File: config.mk
export PLATFORM = sky130hd
export DESIGN_NAME = service_mode_sensor_adjust_ui
export DESIGN_NICKNAME = d
export VERILOG_FILES = /design/src/verilog/service_mode_pkg.sv /design/src/verilog/service_mode_sensor_adjust_ui.sv
export VERILOG_INCLUDE_DIRS = /design/src /design/src/verilog
export SDC_FILE = /design/constraint.sdc
export NUM_CORES = 1
export LEC_CHECK = 0
export BUFFER_PORTS_ARGS = -buffer_cell sky130_fd_sc_hd__buf_2
export CAP_MARGIN = 20
export CORE_MARGIN = 10
export CORE_UTILIZATION = 40
export CTS_BUF_LIST = sky130_fd_sc_hd__clkbuf_16
export DETAILED_ROUTE_END_ITERATION = 10
export PLACE_DENSITY = 0.7
export SETUP_SLACK_MARGIN = 0.15
export SLEW_MARGIN = 30
export SYNTH_ARGS = -nofsm -noshare
export SYNTH_HDL_FRONTEND = slang
export SYNTH_HIERARCHICAL = 1
export SYNTH_SLANG_ARGS = --single-unit
File: constraint.sdc
create_clock -name clk -period 3.4 [get_ports clk]
set_input_delay 0.68 -clock clk [delete_from_list [all_inputs] [get_ports clk]]
set_output_delay 0.68 -clock clk [all_outputs]
set_load 0.05 [all_outputs]
File: src/verilog/service_mode_regs.svh
// Behaviour
// - Four-bit selector picks one of sixteen service functions.
// - Start accepted only after a press of at least 2 sec.
// - Adjustment begins when start is released, not while held.
// - Punch adjustment without punch unit: primary blinks 100ms on, 100ms off.
// - Trimmer adjustment without trimmer unit: same 100ms blink.
// - Cancel during missing-unit blink returns to idle 0.5 sec blink.
// - Both indicators steadily on while an adjustment runs.
// - Success writes new value to nonvolatile memory, idle blink returns.
// - Registration failure shows failing sensor as one to five flashes.
// - Flashes 250ms on/off, then 1000ms off gap, repeating.
// - Dust adjustment failure blinks primary 250ms on, 250ms off.
// - Cancel during failure display returns to idle blink.
`ifndef SERVICE_MODE_REGS_SVH
`define SERVICE_MODE_REGS_SVH

`define CLK_HZ          125000000
`define TICK_MS         1
`define TICK_CYCLES     (`CLK_HZ / 1000 * `TICK_MS)
`define LONG_PRESS_MS   2000
`define LONG_PRESS_T    11'(`LONG_PRESS_MS / `TICK_MS)
`define DEBOUNCE_MS     20
`define DEBOUNCE_T      (`DEBOUNCE_MS / `TICK_MS)
`define IDLE_SLOT_T     10'(1000 / `TICK_MS)
`define FAST_SLOT_T     10'(200 / `TICK_MS)
`define FAIL_SLOT_T     10'(500 / `TICK_MS)
`define GAP_SLOTS       3'h2

`define MODE_DISABLE    4'h0
`define MODE_REG        4'h1
`define MODE_PUNCH_DUST 4'h2
`define MODE_TRIM_DUST  4'h3
`define MODE_BLEED      4'h5

`define KIND_REG        2'h0
`define KIND_PUNCH      2'h1
`define KIND_TRIM       2'h2

`define ADDR_STATUS     4'h0
`define ADDR_MASK       4'h4
`define ADDR_INFO       4'h8
`define ADDR_VALUE      4'hc
`define EV_OK_BIT       0
`define EV_FAIL_BIT     1
`define EV_MISS_BIT     2
`define STATUS_RESET    3'h0
`define MASK_RESET      3'h0

`endif

File: src/verilog/service_mode_pkg.sv
package service_mode_pkg;
  typedef enum logic [2:0] {
    st_idle,
    st_held,
    st_adjust,
    st_missing,
    st_fail_reg,
    st_fail_dust
  } state_t;
endpackage

File: src/verilog/service_mode_sensor_adjust_ui.sv
`timescale 1ns/1ps
`default_nettype none
`include "service_mode_regs.svh"

// ----------------------------------------
// Push button filter
// ----------------------------------------
module button_filter #(
  parameter int unsigned STABLE = 20
) (
  input  wire logic clk,
  input  wire logic resetn,
  input  wire logic tick,
  input  wire logic raw,
  output logic      level,
  output logic      rise,
  output logic      fall
);
  logic [5:0] stable_cnt;

  // Level flips only after the raw input disagrees for STABLE ticks
  always_ff @(posedge clk or negedge resetn) begin
    if (!resetn) begin
      level      <= 1'b0;
      stable_cnt <= 6'h00;
      rise       <= 1'b0;
      fall       <= 1'b0;
    end else begin
      rise <= 1'b0;
      fall <= 1'b0;
      if (raw == level) begin
        stable_cnt <= 6'h00;
      end else if (tick) begin
        if (stable_cnt == 6'(STABLE - 1)) begin
          stable_cnt <= 6'h00;
          level      <= raw;
          rise       <= raw;
          fall       <= !raw;
        end else begin
          stable_cnt <= stable_cnt + 6'h01;
        end
      end
    end
  end
endmodule

// ----------------------------------------
// Service mode controller
// ----------------------------------------
module service_mode_sensor_adjust_ui #(
  parameter int unsigned TICK_CYCLES = `TICK_CYCLES
) (
  input  wire logic        clk,
  input  wire logic        resetn,
  input  wire logic        start_button,
  input  wire logic        cancel_button,
  input  wire logic [3:0]  mode_select_switch,
  input  wire logic        punch_fitted,
  input  wire logic        trimmer_fitted,
  input  wire logic        adjust_done,
  input  wire logic        adjust_ok,
  input  wire logic [2:0]  fail_sensor,
  input  wire logic [7:0]  adjust_value,
  input  wire logic [3:0]  addr,
  input  wire logic [31:0] wr_data,
  input  wire logic        wr_en,
  input  wire logic        rd_en,
  output logic [31:0]      rd_data,
  output logic             irq,
  output logic             adjust_start,
  output logic [1:0]       adjust_kind,
  output logic             nvm_write,
  output logic [7:0]       nvm_data,
  output logic             primary_indicator,
  output logic             secondary_indicator
);
  service_mode_pkg::state_t state;

  logic [16:0] tick_cnt;
  logic        tick;
  logic        boot_seen;
  logic        armed;
  logic        start_level;
  logic        start_fall;
  logic        cancel_rise;
  logic [10:0] hold_t;
  logic        is_reg;
  logic        is_punch;
  logic        is_trim;
  logic        is_adjust;
  logic [2:0]  flash_count;
  logic        pat_restart;
  logic [9:0]  slot_t;
  logic [2:0]  slot_no;
  logic [9:0]  slot_len;
  logic [2:0]  slot_total;
  logic [2:0]  lit_slots;
  logic        ev_ok;
  logic        ev_fail;
  logic        ev_miss;
  logic [2:0]  status;
  logic [2:0]  mask;
  logic [2:0]  clear_bits;
  logic [7:0]  last_value;

  // ----------------------------------------
  // Millisecond tick
  // ----------------------------------------
  always_ff @(posedge clk or negedge resetn) begin
    if (!resetn) begin
      tick_cnt <= 17'h00000;
      tick     <= 1'b0;
    end else if (tick_cnt == 17'(TICK_CYCLES - 1)) begin
      tick_cnt <= 17'h00000;
      tick     <= 1'b1;
    end else begin
      tick_cnt <= tick_cnt + 17'h00001;
      tick     <= 1'b0;
    end
  end

  button_filter #(
    .STABLE (`DEBOUNCE_T)
  ) u_start_filter (
    .clk    (clk),
    .resetn (resetn),
    .tick   (tick),
    .raw    (start_button),
    .level  (start_level),
    .rise   (),
    .fall   (start_fall)
  );

  button_filter #(
    .STABLE (`DEBOUNCE_T)
  ) u_cancel_filter (
    .clk    (clk),
    .resetn (resetn),
    .tick   (tick),
    .raw    (cancel_button),
    .level  (),
    .rise   (cancel_rise),
    .fall   ()
  );

  // ----------------------------------------
  // Power-up selector check
  // ----------------------------------------
  // The selector is sampled once after reset release, never under reset
  always_ff @(posedge clk or negedge resetn) begin
    if (!resetn) begin
      boot_seen <= 1'b0;
      armed     <= 1'b0;
    end else if (!boot_seen) begin
      boot_seen <= 1'b1;
      armed     <= (mode_select_switch == `MODE_DISABLE);
    end
  end

  // ----------------------------------------
  // Function decode
  // ----------------------------------------
  // Codes not listed here, all on included, fall back to disable
  assign is_reg    = (mode_select_switch == `MODE_REG);
  assign is_punch  = (mode_select_switch == `MODE_PUNCH_DUST);
  assign is_trim   = (mode_select_switch == `MODE_TRIM_DUST);
  // Bleedthrough setting is a separate procedure and is not started here
  assign is_adjust = is_reg || is_punch || is_trim;

  // ----------------------------------------
  // Long press timer
  // ----------------------------------------
  always_ff @(posedge clk or negedge resetn) begin
    if (!resetn) begin
      hold_t <= 11'h000;
    end else if (!start_level) begin
      hold_t <= 11'h000;
    end else if (tick && hold_t != `LONG_PRESS_T) begin
      hold_t <= hold_t + 11'h001;
    end
  end

  // ----------------------------------------
  // Sequencer
  // ----------------------------------------
  always_ff @(posedge clk or negedge resetn) begin
    if (!resetn) begin
      state        <= service_mode_pkg::st_idle;
      adjust_start <= 1'b0;
      adjust_kind  <= `KIND_REG;
      nvm_write    <= 1'b0;
      nvm_data     <= 8'h00;
      flash_count  <= 3'h1;
      pat_restart  <= 1'b0;
      ev_ok        <= 1'b0;
      ev_fail      <= 1'b0;
      ev_miss      <= 1'b0;
    end else begin
      adjust_start <= 1'b0;
      nvm_write    <= 1'b0;
      pat_restart  <= 1'b0;
      ev_ok        <= 1'b0;
      ev_fail      <= 1'b0;
      ev_miss      <= 1'b0;
      unique case (state)
        service_mode_pkg::st_idle: begin
          if (armed && is_adjust && hold_t == `LONG_PRESS_T) begin
            state <= service_mode_pkg::st_held;
          end
        end
        service_mode_pkg::st_held: begin
          // Nothing starts until the button is let go
          if (start_fall) begin
            pat_restart <= 1'b1;
            if (((is_reg || is_punch) && !punch_fitted) || (is_trim && !trimmer_fitted)) begin
              state   <= service_mode_pkg::st_missing;
              ev_miss <= 1'b1;
            end else if (is_adjust) begin
              state        <= service_mode_pkg::st_adjust;
              adjust_start <= 1'b1;
              adjust_kind  <= is_reg ? `KIND_REG :
                              (is_punch ? `KIND_PUNCH : `KIND_TRIM);
            end else begin
              // Selector moved off an adjustment while held
              state <= service_mode_pkg::st_idle;
            end
          end
        end
        service_mode_pkg::st_adjust: begin
          if (adjust_done) begin
            pat_restart <= 1'b1;
            if (adjust_ok) begin
              state     <= service_mode_pkg::st_idle;
              nvm_write <= 1'b1;
              nvm_data  <= adjust_value;
              ev_ok     <= 1'b1;
            end else if (adjust_kind == `KIND_REG) begin
              state   <= service_mode_pkg::st_fail_reg;
              ev_fail <= 1'b1;
              // Out-of-range sensor numbers are clamped to one..five
              flash_count <= (fail_sensor == 3'h0) ? 3'h1 :
                             ((fail_sensor > 3'h5) ? 3'h5 : fail_sensor);
            end else begin
              state   <= service_mode_pkg::st_fail_dust;
              ev_fail <= 1'b1;
            end
          end
        end
        service_mode_pkg::st_missing,
        service_mode_pkg::st_fail_reg,
        service_mode_pkg::st_fail_dust: begin
          if (cancel_rise) begin
            state       <= service_mode_pkg::st_idle;
            pat_restart <= 1'b1;
          end
        end
      endcase
    end
  end

  // ----------------------------------------
  // Indicator patterns
  // ----------------------------------------
  // Every pattern except the steady adjust display is slots of equal length, lit for the first half of
  // each of the first lit_slots slots
  always_comb begin
    slot_len   = `IDLE_SLOT_T;
    slot_total = 3'h1;
    lit_slots  = 3'h1;
    unique case (state)
      service_mode_pkg::st_missing:   slot_len = `FAST_SLOT_T;
      service_mode_pkg::st_fail_dust: slot_len = `FAIL_SLOT_T;
      service_mode_pkg::st_fail_reg: begin
        // Two dark slots make the 1000ms gap after the burst
        slot_len   = `FAIL_SLOT_T;
        slot_total = flash_count + `GAP_SLOTS;
        lit_slots  = flash_count;
      end
      service_mode_pkg::st_idle, service_mode_pkg::st_held,
      service_mode_pkg::st_adjust: slot_len = `IDLE_SLOT_T;
    endcase
  end
  always_ff @(posedge clk or negedge resetn) begin
    if (!resetn) begin
      slot_t  <= 10'h000;
      slot_no <= 3'h0;
    end else if (pat_restart) begin
      slot_t  <= 10'h000;
      slot_no <= 3'h0;
    end else if (tick) begin
      if (slot_t >= slot_len - 10'h001) begin
        slot_t  <= 10'h000;
        slot_no <= (slot_no >= slot_total - 3'h1) ? 3'h0 : slot_no + 3'h1;
      end else begin
        slot_t <= slot_t + 10'h001;
      end
    end
  end
  always_ff @(posedge clk or negedge resetn) begin
    if (!resetn) begin
      primary_indicator   <= 1'b0;
      secondary_indicator <= 1'b0;
    end else if (state == service_mode_pkg::st_adjust) begin
      primary_indicator   <= 1'b1;
      secondary_indicator <= 1'b1;
    end else begin
      primary_indicator   <= (slot_no < lit_slots) && (slot_t < (slot_len >> 1));
      secondary_indicator <= 1'b0;
    end
  end

  // ----------------------------------------
  // Register port and interrupt
  // ----------------------------------------
  assign clear_bits = (wr_en && addr == `ADDR_STATUS) ? wr_data[2:0] : 3'h0;
  // A new event wins over a write-one-to-clear in the same cycle
  always_ff @(posedge clk or negedge resetn) begin
    if (!resetn) begin
      status <= `STATUS_RESET;
    end else begin
      status <= (status & ~clear_bits) | {ev_miss, ev_fail, ev_ok};
    end
  end
  always_ff @(posedge clk or negedge resetn) begin
    if (!resetn) begin
      mask <= `MASK_RESET;
    end else if (wr_en && addr == `ADDR_MASK) begin
      mask <= wr_data[2:0];
    end
  end
  always_ff @(posedge clk or negedge resetn) begin
    if (!resetn) begin
      last_value <= 8'h00;
    end else if (nvm_write) begin
      last_value <= nvm_data;
    end
  end
  always_ff @(posedge clk or negedge resetn) begin
    if (!resetn) begin
      irq <= 1'b0;
    end else begin
      irq <= |(status & mask);
    end
  end
  always_ff @(posedge clk or negedge resetn) begin
    if (!resetn) begin
      rd_data <= 32'h00000000;
    end else if (rd_en) begin
      unique case (addr)
        `ADDR_STATUS: rd_data <= {29'h00000000, status};
        `ADDR_MASK:   rd_data <= {29'h00000000, mask};
        `ADDR_INFO:   rd_data <= {19'h00000, 1'b0, flash_count, 1'b0, state,
                                  mode_select_switch, armed};
        `ADDR_VALUE:  rd_data <= {24'h000000, last_value};
        default:      rd_data <= 32'h00000000;
      endcase
    end else begin
      rd_data <= 32'h00000000;
    end
  end
endmodule

`default_nettype wire
=== Word level (Yosys, flattened, before mapping) ===
Index checks and enable logic that the tools add are counted.

* Order comparisons: 5
* Add/sub/neg operators: 9
* Reduce and logical (&&, ||, !) cells: 34
* Bitwise operators: 8
* Mux-type cells: 61
* Equal/unequal tests: 23

{| class="wikitable"
|+ Operators with widths
! operator !! count
|-
| 12-bit case mux with 4 select lines || 1
|-
| 3-bit 2-to-1 mux || 14
|-
| 6-bit 2-to-1 mux || 6
|-
| 32-bit 2-to-1 mux || 1
|-
| 10-bit 2-to-1 mux || 3
|-
| 10-bit case mux with 3 select lines || 1
|-
| 1-bit 2-to-1 mux || 26
|-
| 11-bit 2-to-1 mux || 2
|-
| 17-bit by 1-bit adder with 17-bit output, second input constant || 1
|-
| 17-bit equality test, second input constant || 1
|-
| 17-bit 2-to-1 mux || 1
|-
| 6-bit by 1-bit adder with 6-bit output, second input constant || 2
|-
| 6-bit by 5-bit equality test with 1-bit output, second input constant || 2
|-
| 3-bit case mux with 4 select lines || 1
|-
| 4-bit AND reduction || 3
|-
| 11-bit by 1-bit adder with 11-bit output, second input constant || 1
|-
| 11-bit equality test, second input constant || 1
|-
| 11-bit inequality test, second input constant || 1
|-
| 10-bit by 1-bit adder with 10-bit output, second input constant || 1
|-
| 10-bit greater-or-equal comparator || 1
|-
| 10-bit by 9-bit < comparator with 1-bit output || 1
|-
| 10-bit by 1-bit subtractor with 10-bit output, second input constant || 1
|-
| 3-bit AND reduction || 3
|-
| 3-bit OR reduction || 3
|-
| 31 further kinds || 62
|}

* Bits of input ports: 61
* Bits in registers: 130
* Output and inout port bits: 47
* Word-level logic and storage cells: 169

=== Logic depth before layout (Yosys ltp) ===
Gate-level depths: netlist (run 1).

* Word-level depth: 8
* Mapped depth: 12
* Depth with buffers taken out: 10

=== Hierarchy ===
Netlist (run 1), hierarchy kept.

{| class="wikitable"
|+ By module, submodules not included
! module !! times used !! area an instance (µm²) !! seq. area each (µm²) !! cells an instance
|-
| service_mode_sensor_adjust_ui || 1 || 4758.3 || 2328.5 || 440
|-
| button_filter || 2 || 432.9 || 225.2 || 40
|}

=== Worst setup path before layout (run 1) ===
Ideal clock, no wire load.

* Path kind: register to register
* Start: register state[2]
* End: register slot_no[2]
* Stages on the path, launching flop included: 13
* Period minus slack after synthesis: 2.489 ns
* Setup time: 0.066 ns
* Arrival: 2.422 ns
* Required time: 3.334 ns
* Slack: 0.911 ns
* Buffers on the path: 2
* Cells stage by stage: dfrtp_1 > clkbuf_1 > nand2b_1 > clkbuf_1 > or3_1 > inv_1 > ha_1 > ha_1 > a21boi_0 > o21ai_0 > nand2_1 > nor3b_1 > a22o_1

* Cells in the longest elaborated chain, start to end: 8
* Elaborated cells on any way between the ends: 20
* Classes of those cells: add/sub: 2; order compare: 2; eq/ne: 5; mux: 6; reduce/logical: 5

{| class="wikitable"
|+ RTL lines
! item !! line !! RTL
|-
| from (decl) || service_mode_sensor_adjust_ui.sv:77 || <nowiki>service_mode_pkg::state_t state;</nowiki>
|-
| from (signal assigned) || service_mode_sensor_adjust_ui.sv:188 || <nowiki>state <= service_mode_pkg::st_idle;</nowiki>
|-
| from (signal assigned) || service_mode_sensor_adjust_ui.sv:208 || <nowiki>state <= service_mode_pkg::st_held;</nowiki>
|-
| from (signal assigned) || service_mode_sensor_adjust_ui.sv:216 || <nowiki>state <= service_mode_pkg::st_missing;</nowiki>
|-
| parallel branches: the longest is 8 deep, another holds 10-bit by 1-bit subtractor with 10-bit output || - ||
|-
| to (signal assigned) || service_mode_sensor_adjust_ui.sv:293 || <nowiki>slot_no <= (slot_no >= slot_total - 3'h1) ? 3'h0 : slot_no + 3'h1;</nowiki>
|-
| to (decl) || service_mode_sensor_adjust_ui.sv:94 || <nowiki>logic [2:0] slot_no;</nowiki>
|}

Several ways; the timed one is not identified. The select of a mux whose other input is x is not followed.
A chain may end at the register's enable or synchronous reset.

=== Final worst setup path (run 1) ===
* Start: register state[1]
* End: register slot_no[2]

The elaborated chain is that of the path after synthesis.

==> metrics.md, run 1 <==
| Metric | Value |
|---|---|
| Syn Std Cell Area | `approximately 5600 µm²` |
| Final wirelength | `about 11 mm` |
| Clk sinks | `approximately 110` |
| Die Ht | `about 140 µm` |
| Metal2 WL | `6.006 mm` |
| Worst-Margin Slew | `0.7713 ns` |
| Worst hold-check path type | `in2async` |
| Buf/Inv on CP | `1` |
| Max rail drop VDD | `slightly above 0.3 mV` |
| Family with the most delay on the worst path | `simple AND/OR/NAND/NOR gates` |
| FMAX | `~0.36 GHz` |
| Startpoint types | `flop` |
| Inserted Diodes | `0` |
| 1st-pass router iterations | `6` |
| WS Path Type | `reg2reg` |
| TritonCTS clock tree | `done` |
| Maxcap violations | `0` |
| Reg area | `about 2700 µm²` |
| Worst Path Max Fanout | `14` |
| 1st-iter DRT viols | `between 200 and 250` |
| Post_cts resized | `0` |
| Post-synthesis cell count | `516` |
| Largest net degree at the start of global routing | `61` |
| Tot Pwr | `0.002546 W` |
| Worst hold slack | `0.4011 ns` |
| LEAKAGE | `between 3 and 4 nW` |
| DR vias | `3900` |
| Row count | `42` |
| Hold buffers post-CTS | `0` |
| Rel. slew slack | `about half` |
| Final setup vio count | `0` |
| Outcome | `finished, final reports clean` |
| Critical Path AT | `around 3.1 ns` |
| Cts bufs inserted | `9` |
| Most used cell, CP | `ha_1` |
| Initial antenna violation count | `0` |
| Final net count | `about 660` |
| Area of the multi-input gates | `2646 µm²` |
| Met3 WL | `between 400 and 500 µm` |
| Gp weighted congestion | `~0.84` |
| Root buf cell | `clkbuf_16` |
| RSZ-0062 raised after global routing | `no` |
| Clock-pin transition on the worst setup and hold timing paths | `around 0.070 ns` |
| Final Critical Period | `2.778 ns` |
| Number of global-route vias before repair | `between 4000 and 5000` |
| WL/cell | `around 15 µm` |
| Final Hold Vio Count | `0` |
| Worst-skew pair later-pin latency | `around 0.34 ns` |
| Slowest cell on the critical path | `dfrtp_1` |
| Max Root-Sink Buffers | `2` |
| Yosys warns | `6` |
| Tcrit/Tclk final | `about four fifths` |
| I/O Pins | `roughly 110` |
| M1 WL | `between 4 and 5 mm` |
| Post-DP HPWL | `8.589 mm` |
| Grt ovf | `0` |
| Die width | `roughly 140 µm` |
| Post-route ant nets | `0` |
| Req. time, crit path | `between 3 and 4 ns` |
| Share of post-route cells with drive strength above 1 | `approximately 18%` |
| Crit. End Element | `flop` |
| CP peak stage delay | `approximately 0.52 ns` |
| Fillers | `1232` |
| Vias per inst | `approximately 5` |
| Synth-to-layout area growth | `12.57%` |
| Core area | `between 10000 and 15000 µm²` |
| CP Cell Sequence | `nand2b_1, or3_1, inv_1, ha_1, ha_1, a21boi_0, o21ai_0, nand2_1, nor3b_1, a22o_1` |
| Pwr Density | `slightly above 400 nW/µm²` |
| Initial Utilization | `about two fifths` |
| CTS H-tree depth | `3` |
| Syn Area/Cell | `~11 µm²` |
| Post-CTS Setup Inserts | `0` |
| Port bufs | `57` |
| GRT Overall Usage | `between 10 and 15%` |
| Die Area | `19000 µm²` |
| Uppermost routed layer | `met4` |
| Residual DRC count | `0` |
| Max-slew violations | `0` |
| Clk_skew | `0.006618 ns` |
| First-pass GRT wire length | `19.33 mm` |
| Setup TNS | `0 ns` |
power by group:
part | internal, W | switching [W] | total, W
logic | 0.0000665 | 0.000152 | 0.000219
clock network | 0.000507 | 0.000482 | 0.000989
registers | 0.00131 | 0.0000238 | 0.00134
placed cells by master, fill, tap and decap left out, drive strengths merged, types with 9 or more instances in the layout:
cell and n:
a21oi 10, and2 12, and3 9, buf 62
clkbuf 9, conb 23, dfrtp 108, ha 25
inv 16, mux2 23, mux2i 12, nand2 43
nand2b 11, nand3 20, nor2 40, nor4 13
o21ai 21, xnor2 21, xor2 16
final timing paths:
check | start | cells after the start | slack (ns) | end
min in group clk | ev_miss | 1 | 0.44 | status[2]
max | state[1] | 10 | 0.62 | slot_no[2]
min | resetn | 1 | 0.40 | slot_t[7]
min reg2reg | ev_miss | 1 | 0.44 | status[2]
max in group asynchronous | resetn | 2 | 2.19 | tick_cnt[4]
max reg2reg | state[1] | 10 | 0.62 | slot_no[2]
final cells by class:
cell class | instances | area share (%)
clock inverters | 7 | 0.9206
multi-input cells | 382 | 42.33
repair buffers | 62 | 5.203
well taps | 176 | 3.522
clock buffers | 9 | 3.602
flip-flops and latches | 109 | 43.65
inverters | 13 | 0.7805
worst register-to-register path, stage by stage (launching register included):
cell and delay (ns):
dfrtp_1 0.52, nand2b_1 0.34, or3_1 0.39, inv_1 0.09, ha_1 0.23, ha_1 0.27
a21boi_0 0.11, o21ai_0 0.23, nand2_1 0.14, nor3b_1 0.23, a22o_1 0.16
stage by stage:
step / util [%] / std cells / area (µm²) / worst slack (ns)
final: 46.66 / 758 / 6252 / 0.6218
after global routing: 46.66 / 758 / 6252 / 0.3539
after CTS: 46.66 / 758 / 6252 / 0.6405
after detailed placement: 44.55 / 742 / 5969 / 0.6639
after global placement: 44.55 / 742 / 5969 / 0.7399
after floorplan: - / 537 / 5633 / 0.9113
registers in the layout, summed over array words and instances (netlist names), 6 cells and up:
name / flops
hold_t: 11
last_value: 8
nvm_data: 8
rd_data: 11
slot_t: 10
tick_cnt: 17
u_cancel_filter/stable_cnt: 6
u_start_filter/stable_cnt: 6
routing by layer:
metal	global-route usage, %	up-vias
met2	22.33	59
met1	14.04	1914
met5	0	-
met4	3.534	0
met3	2.877	12
li1	-	1915
(Power assumes the default switching activity.)
==> run 2, diff against run 1 <==
--- a/config.mk
+++ b/config.mk
@@ -12,7 +12,7 @@
 export CORE_UTILIZATION = 40
 export CTS_BUF_LIST = sky130_fd_sc_hd__clkbuf_16
 export DETAILED_ROUTE_END_ITERATION = 10
-export PLACE_DENSITY = 0.7
+export PLACE_DENSITY = 0.72
 export SETUP_SLACK_MARGIN = 0.15
 export SLEW_MARGIN = 30
 export SYNTH_ARGS = -nofsm -noshare
==> constraint.sdc (replaced) <==
create_clock -name clk -period 2.4 [get_ports clk]
set_input_delay 0.48 -clock clk [delete_from_list [all_inputs] [get_ports clk]]
set_output_delay 0.48 -clock clk [all_outputs]
set_load 0.05 [all_outputs]
==> run 2 against run 1 <==
  * Die area stayed put
  * Combinational power is 71% higher
  * Register-to-register slack worse by 0.50 ns
  * Non-clock buffer count is 8 higher
  * Cell count is 1.1% higher
  * Clock skew hardly changed
  * Count of clock-buffer cells in the layout stayed put
  * Flip-flop and latch count stayed put
  * Critical path depth stayed put
  * Hold slack worse by 0.27 ns
  * Critical endpoint unchanged
==> metrics.md, run 2 (synthesis results as in run 1) <==
| Metric | Value |
|---|---|
| Clk_skew | `0.006613 ns (-0.000004880 ns)` |
| Grt ovf | `0 (unchanged)` |
| Most frequent cells in the layout | `dfrtp_1, buf_2, nand2_1` |
| Biggest register | `tick_cnt` |
| Largest regs | `tick_cnt x17, hold_t x11, rd_data x11` |
| Worst hold slack | `0.1310 ns (-0.2701 ns)` |
| Crit. End Element | `flop` |
| GRT busiest layer | `met2` |
| FMAX | `0.4394 GHz (+22%)` |
| Vias per inst | `5.163 (+0.35%)` |
| Final Hold Vio Count | `0 (unchanged)` |
| Die Ht | `137.8 µm (unchanged)` |
| Rel. slew slack | `51.71% (+3.1 points)` |
| Initial Utilization | `41.45% (unchanged)` |
| Met2 GRT Util | `21.63% (-0.69 points)` |
| Commonest non-fill, non-tap cell in the layout | `dfrtp_1` |
| I/O Pins | `108 (unchanged)` |
| RSZ-0062 raised after global routing | `yes` |
| Setup TNS | `0 ns (unchanged)` |
| Number of global-route vias before repair | `4104 (-1.0%)` |
| Worst hold-check path type | `in2async` |
| Final wirelength | `11.80 mm (+3.9%)` |
| TritonCTS clock tree | `done` |
| Pwr Density | `593.7 nW/µm² (+46%)` |
| WL/cell | `15.40 µm (+2.8%)` |
| Cts bufs inserted | `9 (unchanged)` |
| Critical Path AT | `2.56 ns (-0.50 ns)` |
| Final setup vio count | `0 (unchanged)` |
| Post-route ant nets | `0 (unchanged)` |
| First-pass GRT wire length | `19.22 mm (-0.61%)` |
| Residual DRC count | `0 (unchanged)` |
| Clock-pin transition on the worst setup and hold timing paths | `0.07 ns (about the same)` |
| Die width | `137.8 µm (unchanged)` |
| Startpoint types | `flop` |
| Largest net degree at the start of global routing | `57 (-6.6%)` |
| Outcome | `finished, final reports clean` |
| Req. time, crit path | `2.68 ns (-1.01 ns)` |
| Maxcap violations | `0 (unchanged)` |
| Root buf cell | `clkbuf_16` |
| Row count | `42 (unchanged)` |
| Core area | `13400 µm² (unchanged)` |
| Worst-skew pair later-pin latency | `0.35 ns (about the same)` |
| Hold buffers post-CTS | `0 (unchanged)` |
| 1st-iter DRT viols | `183 (-24%)` |
| Final Critical Period | `2.276 ns (-0.5026 ns)` |
| Post-DP HPWL | `8.582 mm (about the same)` |
| WS Path Type | `reg2reg` |
| Initial antenna violation count | `0 (unchanged)` |
| Met1 usage | `14.45% (+0.41 points)` |
| Max rail drop VDD | `0.4286 mV (+40%)` |
| Synth-to-layout area growth | `15.70%` |
| Worst-Margin Slew | `0.7217 ns (-0.04965 ns)` |
| Max-slew violations | `0 (unchanged)` |
| Max reg flops | `17 (unchanged)` |
| Worst Path Max Fanout | `4 (-10)` |
| Met3 Resource Use GR | `3.314% (+0.44 points)` |
| CTS H-tree depth | `3 (unchanged)` |
| Gp weighted congestion | `0.8435 (+0.57%)` |
| Port bufs | `57 (unchanged)` |
| LEAKAGE | `3.118 nW (+2.3%)` |
| Inserted Diodes | `0 (unchanged)` |
| DR vias | `3955 (+1.4%)` |
| GRT Overall Usage | `12.32% (+0.019 points)` |
| Clk sinks | `109 (unchanged)` |
| Share of post-route cells with drive strength above 1 | `20.68% (+2.6 points)` |
| Die Area | `19000 µm² (unchanged)` |
| 1st-pass router iterations | `4 (-2)` |
| Tcrit/Tclk final | `94.82% (+13 points)` |
| Final net count | `671 (+1.2%)` |
| Max Root-Sink Buffers | `2 (unchanged)` |
[run 2: area by class of cell]
type,instances,area (µm²)
Clock buffer,9,225.2
Clock inverter,7,88.84
Fill cell,1209,6974
Inverter,13,51.30
Multi-Input combinational cell,382,2713
Sequential cell,109,2730
Tap cell,176,220.2
Timing Repair Buffer,70,397.9
[run 2: through the flow]
stage | instances | worst slack, ns | instance area [µm²] | total power (W) | util [%]
after floorplan | 537 | 0.1426 | 5682 | 0.002182 | -
after global placement | 744 | 0.1592 | 6010 | 0.002239 | 44.85
after detailed placement | 744 | 0.06816 | 6010 | 0.002249 | 44.85
after CTS | 763 | 0.1575 | 6366 | 0.003823 | 47.51
after global routing | 766 | 0.01619 | 6426 | 0.003955 | 47.96
final | 766 | 0.1244 | 6426 | 0.003815 | 47.96
[run 2: worst paths after layout]
check,from,to,slack [ns],cells after the start
max,state[1],slot_no[2],0.12,10
min,resetn,slot_t[8],0.13,1
max reg2reg,state[1],slot_no[2],0.12,10
min reg2reg,ev_miss,status[2],0.44,1
max in group asynchronous,resetn,nvm_data[5],1.59,2
min in group clk,adjust_value[3],nvm_data[3],0.35,2
[run 2: report_power, final]
part	switching, W	leakage, nW	internal (W)
clock network	0.000647	0.153	0.000909
logic	0.000244	1.48	0.000131
registers	0.0000221	1.49	0.00186
total	0.000913	3.12	0.00290
[run 2: repair_timing]
action,in CTS,in global routing
endpoints found under the hold margin,0,0
gates resized for setup,5,8
pin swaps,5,10
setup buffers,3,3
setup endpoints to repair,2,6
[run 2: routing by layer]
layer | vias to the layer above | share of wire (%)
li1 | 1926 | -
met1 | 1928 | 41
met2 | 77 | 53
met3 | 24 | 4.5
met4 | 0 | 1.9
met5 | - | 0
[run 2: worst max-delay path: stages (launching register included)]
cell      delay, ns
dfrtp_1        0.39
nand2b_4       0.16
or3_4          0.41
inv_4          0.07
ha_4           0.19
ha_4           0.21
a21boi_2       0.16
o21ai_1        0.16
nand2_1        0.12
nor3b_2        0.18
a22o_1         0.16
==> run 3, diff against run 2 <==
--- a/config.mk
+++ b/config.mk
@@ -6,6 +6,7 @@
 export SDC_FILE = /design/constraint.sdc
 export NUM_CORES = 1
 export LEC_CHECK = 0
+export ABC_AREA = 1
 export BUFFER_PORTS_ARGS = -buffer_cell sky130_fd_sc_hd__buf_2
 export CAP_MARGIN = 20
 export CORE_MARGIN = 10
==> run 3 against run 2 <==
  * Register-to-register slack better by 0.22 ns
  * Hold slack better by 0.19 ns
  * First-iteration DRC count is 79% higher
  * Critical path depth is 3 higher
  * Maximum frequency is 11% higher
  * Worst setup slack better by 0.22 ns
  * Clock power hardly changed
==> metrics.md, run 3 <==
| Metric | Value |
|---|---|
| Worst-skew pair later-pin latency | `0.35 ns (about the same)` |
| Final wirelength | `12.94 mm (+9.7%)` |
| First-pass GRT wire length | `21.81 mm (+13%)` |
| Cts bufs inserted | `9 (unchanged)` |
| Internal power | `0.002742 W (-5.5%)` |
| Commonest non-fill, non-tap cell in the layout | `nand2_1` |
| Worst reg-to-reg setup slack | `0.34 ns (+0.22 ns)` |
| Worst Path Max Fanout | `9 (+5)` |
| Final Hold Vio Count | `0 (unchanged)` |
| Syn Area/Cell | `7.825 µm² (-27%)` |
| Final net count | `939 (+40%)` |
| Port bufs | `57 (unchanged)` |
| Worst Setup SP | `state[1]` |
| I/O Pins | `108 (unchanged)` |
| Synth-to-layout area growth | `12.56%` |
| Placed Cells | `1029 (+38%)` |
| Grt ovf | `0 (unchanged)` |
| Max reg flops | `17 (unchanged)` |
| Die Ht | `144.2 µm (+4.6%)` |
| RSZ-0062 raised after global routing | `no` |
| Syn Std Cell Area | `6166 µm² (+11%)` |
| Req. time, crit path | `2.64 ns (-0.04 ns)` |
| Tot Pwr | `0.003659 W (-4.1%)` |
| Critical Path AT | `2.29 ns (-0.27 ns)` |
| Number of global-route vias before repair | `4881 (+19%)` |
| Hold Path Depth | `3` |
| Sequential share of power | `51.5% (+2.1 points)` |
| Place WS | `0.1508 ns (+0.08268 ns)` |
| TritonCTS clock tree | `done` |
| Share of post-route cells with drive strength above 1 | `15.62% (-5.1 points)` |
| Net Sw Power | `0.0009169 W (+0.41%)` |
| LEAKAGE | `3.607 nW (+16%)` |
| Yosys warns | `6 (unchanged)` |
| Initial antenna violation count | `0 (unchanged)` |
| Max-slew violations | `0 (unchanged)` |
| Post-CTS Setup Inserts | `0 (-3)` |
| Root buf cell | `clkbuf_16` |
| WS Path Type | `reg2reg` |
| Core area | `15150 µm² (+13%)` |
| Tcrit/Tclk final | `85.65% (-9.2 points)` |
| Worst r2r src | `state[1]` |
| 1st-pass router iterations | `5 (+1)` |
| Worst Hold End | `nvm_data[7]` |
| Register-to-Register Path Depth | `13 (+3)` |
| Biggest register | `tick_cnt` |
| CTS H-tree depth | `3 (unchanged)` |
| 1st-iter DRT viols | `328 (+79%)` |
| Worst-Margin Slew | `0.5289 ns (-0.1928 ns)` |
| Maxcap violations | `0 (unchanged)` |
| Post-route ant nets | `0 (unchanged)` |
| Clk sinks | `109 (unchanged)` |
| Vias per inst | `4.694 (-9.1%)` |
| Setup TNS | `0 ns (unchanged)` |
| Worst hold-check path type | `in2reg` |
| Rel. slew slack | `64.74% (+13 points)` |
| Clock network fraction of total power | `41.8% (+1.0 points)` |
| HP Start | `adjust_value[7]` |
| Initial Utilization | `40.71% (-0.74 points)` |
| Pwr Density | `527.2 nW/µm² (-11%)` |
| Worst setup margin | `0.3445 ns (+0.2201 ns)` |
| Die Area | `20780 µm² (+9.4%)` |
| Switching share of power | `25.06% (+1.1 points)` |
| Outcome | `finished, final reports clean` |
| Post-DP HPWL | `9.803 mm (+14%)` |
| Max Root-Sink Buffers | `2 (unchanged)` |
| Max rail drop VDD | `0.3269 mV (-24%)` |
| Comb pwr share | `6.7% (-3.1 points)` |
| Crit. End Element | `flop` |
| Clock-pin transition on the worst setup and hold timing paths | `0.07 ns (about the same)` |
| Clk_skew | `0.01042 ns (+0.003803 ns)` |
| Post-synthesis cell count | `788 (+53%)` |
| Die width | `144.2 µm (+4.6%)` |
| Final Critical Period | `2.055 ns (-0.2201 ns)` |
| Most frequent cells in the layout | `nand2_1, dfrtp_1, inv_1` |
| Gp weighted congestion | `0.9007 (+6.8%)` |
| FMAX | `0.4865 GHz (+11%)` |
| Worst hold slack | `0.3226 ns (+0.1915 ns)` |
| R2r endpoint | `slot_t[2]` |
| GRT Overall Usage | `12.59% (+0.27 points)` |
| Inserted Diodes | `0 (unchanged)` |
| Largest net degree at the start of global routing | `70 (+23%)` |
| Post-Layout Cell Count | `1046 (+37%)` |
| Startpoint types | `flop` |
| Residual DRC count | `0 (unchanged)` |
| WL/cell | `12.37 µm (-20%)` |
| Final setup vio count | `0 (unchanged)` |
| Largest regs | `tick_cnt x17, hold_t x11, rd_data x11` |
| DR vias | `4910 (+24%)` |
| Row count | `45 (+7.1%)` |
## run 3: area by class of cell
| type | count | area (µm²) |
|---|---|---|
| Inverter | 111 | 421.7 |
| Clock inverter | 7 | 81.33 |
| Multi-Input combinational cell | 560 | 2908 |
| Timing Repair Buffer | 62 | 340.3 |
| Fill cell | 1459 | 8205 |
| Sequential cell | 109 | 2729 |
| Tap cell | 188 | 235.2 |
| Clock buffer | 9 | 225.2 |
## run 3: repair_timing
| action | in CTS | in global routing |
|---|---|---|
| endpoints found under the setup margin | 3 | 9 |
| gates resized for setup | 1 | 3 |
| endpoints found under the hold margin | 13 | 0 |
| hold buffers | 1 | 0 |
## run 3: power groups by stage
stage | combinational [W] | clock [W] | sequential (W)
after global placement | 0.000244 | 0 | 0.00192
after floorplan | 0.000150 | 0 | 0.00194
after CTS | 0.000248 | 0.00157 | 0.00188
after global routing | 0.000271 | 0.00162 | 0.00189
final | 0.000245 | 0.00153 | 0.00188
after detailed placement | 0.000246 | 0 | 0.00192
## run 3: worst max-delay path by stage
stage / endpoint / slack (ns) / depth (start not counted)
after detailed placement: slot_no[2] / 0.15 / 12
after CTS: slot_no[2] / 0.24 / 12
after global placement: slot_no[1] / 0.22 / 12
final: slot_t[2] / 0.34 / 13
after floorplan: slot_no[0] / 0.32 / 13
after global routing: slot_no[0] / 0.19 / 12
## run 3: through the flow
| step | area [µm²] | utilization [%] |
|---|---|---|
| 2_1_floorplan | 6245 | - |
| 3_3_place_gp | 6613 | 43.66 |
| 3_5_place_dp | 6613 | 43.66 |
| 4_1_cts | 6932 | 45.77 |
| 5_1_grt | 6940 | 45.82 |
| 6_report | 6940 | 45.82 |
## run 3: critical path: stages (launching register included)
cell     delay (ns)
dfrtp_1        0.38
buf_4          0.16
nor2_1         0.20
inv_1          0.11
ha_1           0.28
nand2_1        0.05
nor2_1         0.09
nand2_1        0.05
nand2_1        0.05
nand2_1        0.05
nand2_1        0.18
nand2_2        0.19
inv_2          0.11
nor2_1         0.04
## run 3: metal layers
metal	vias to the layer above	global-route usage, %	wire (µm)
met5	-	0	0
met4	0	3.138	79
met3	10	2.329	510
met2	72	21.82	6314
met1	2274	15.80	6034
li1	2554	-	-
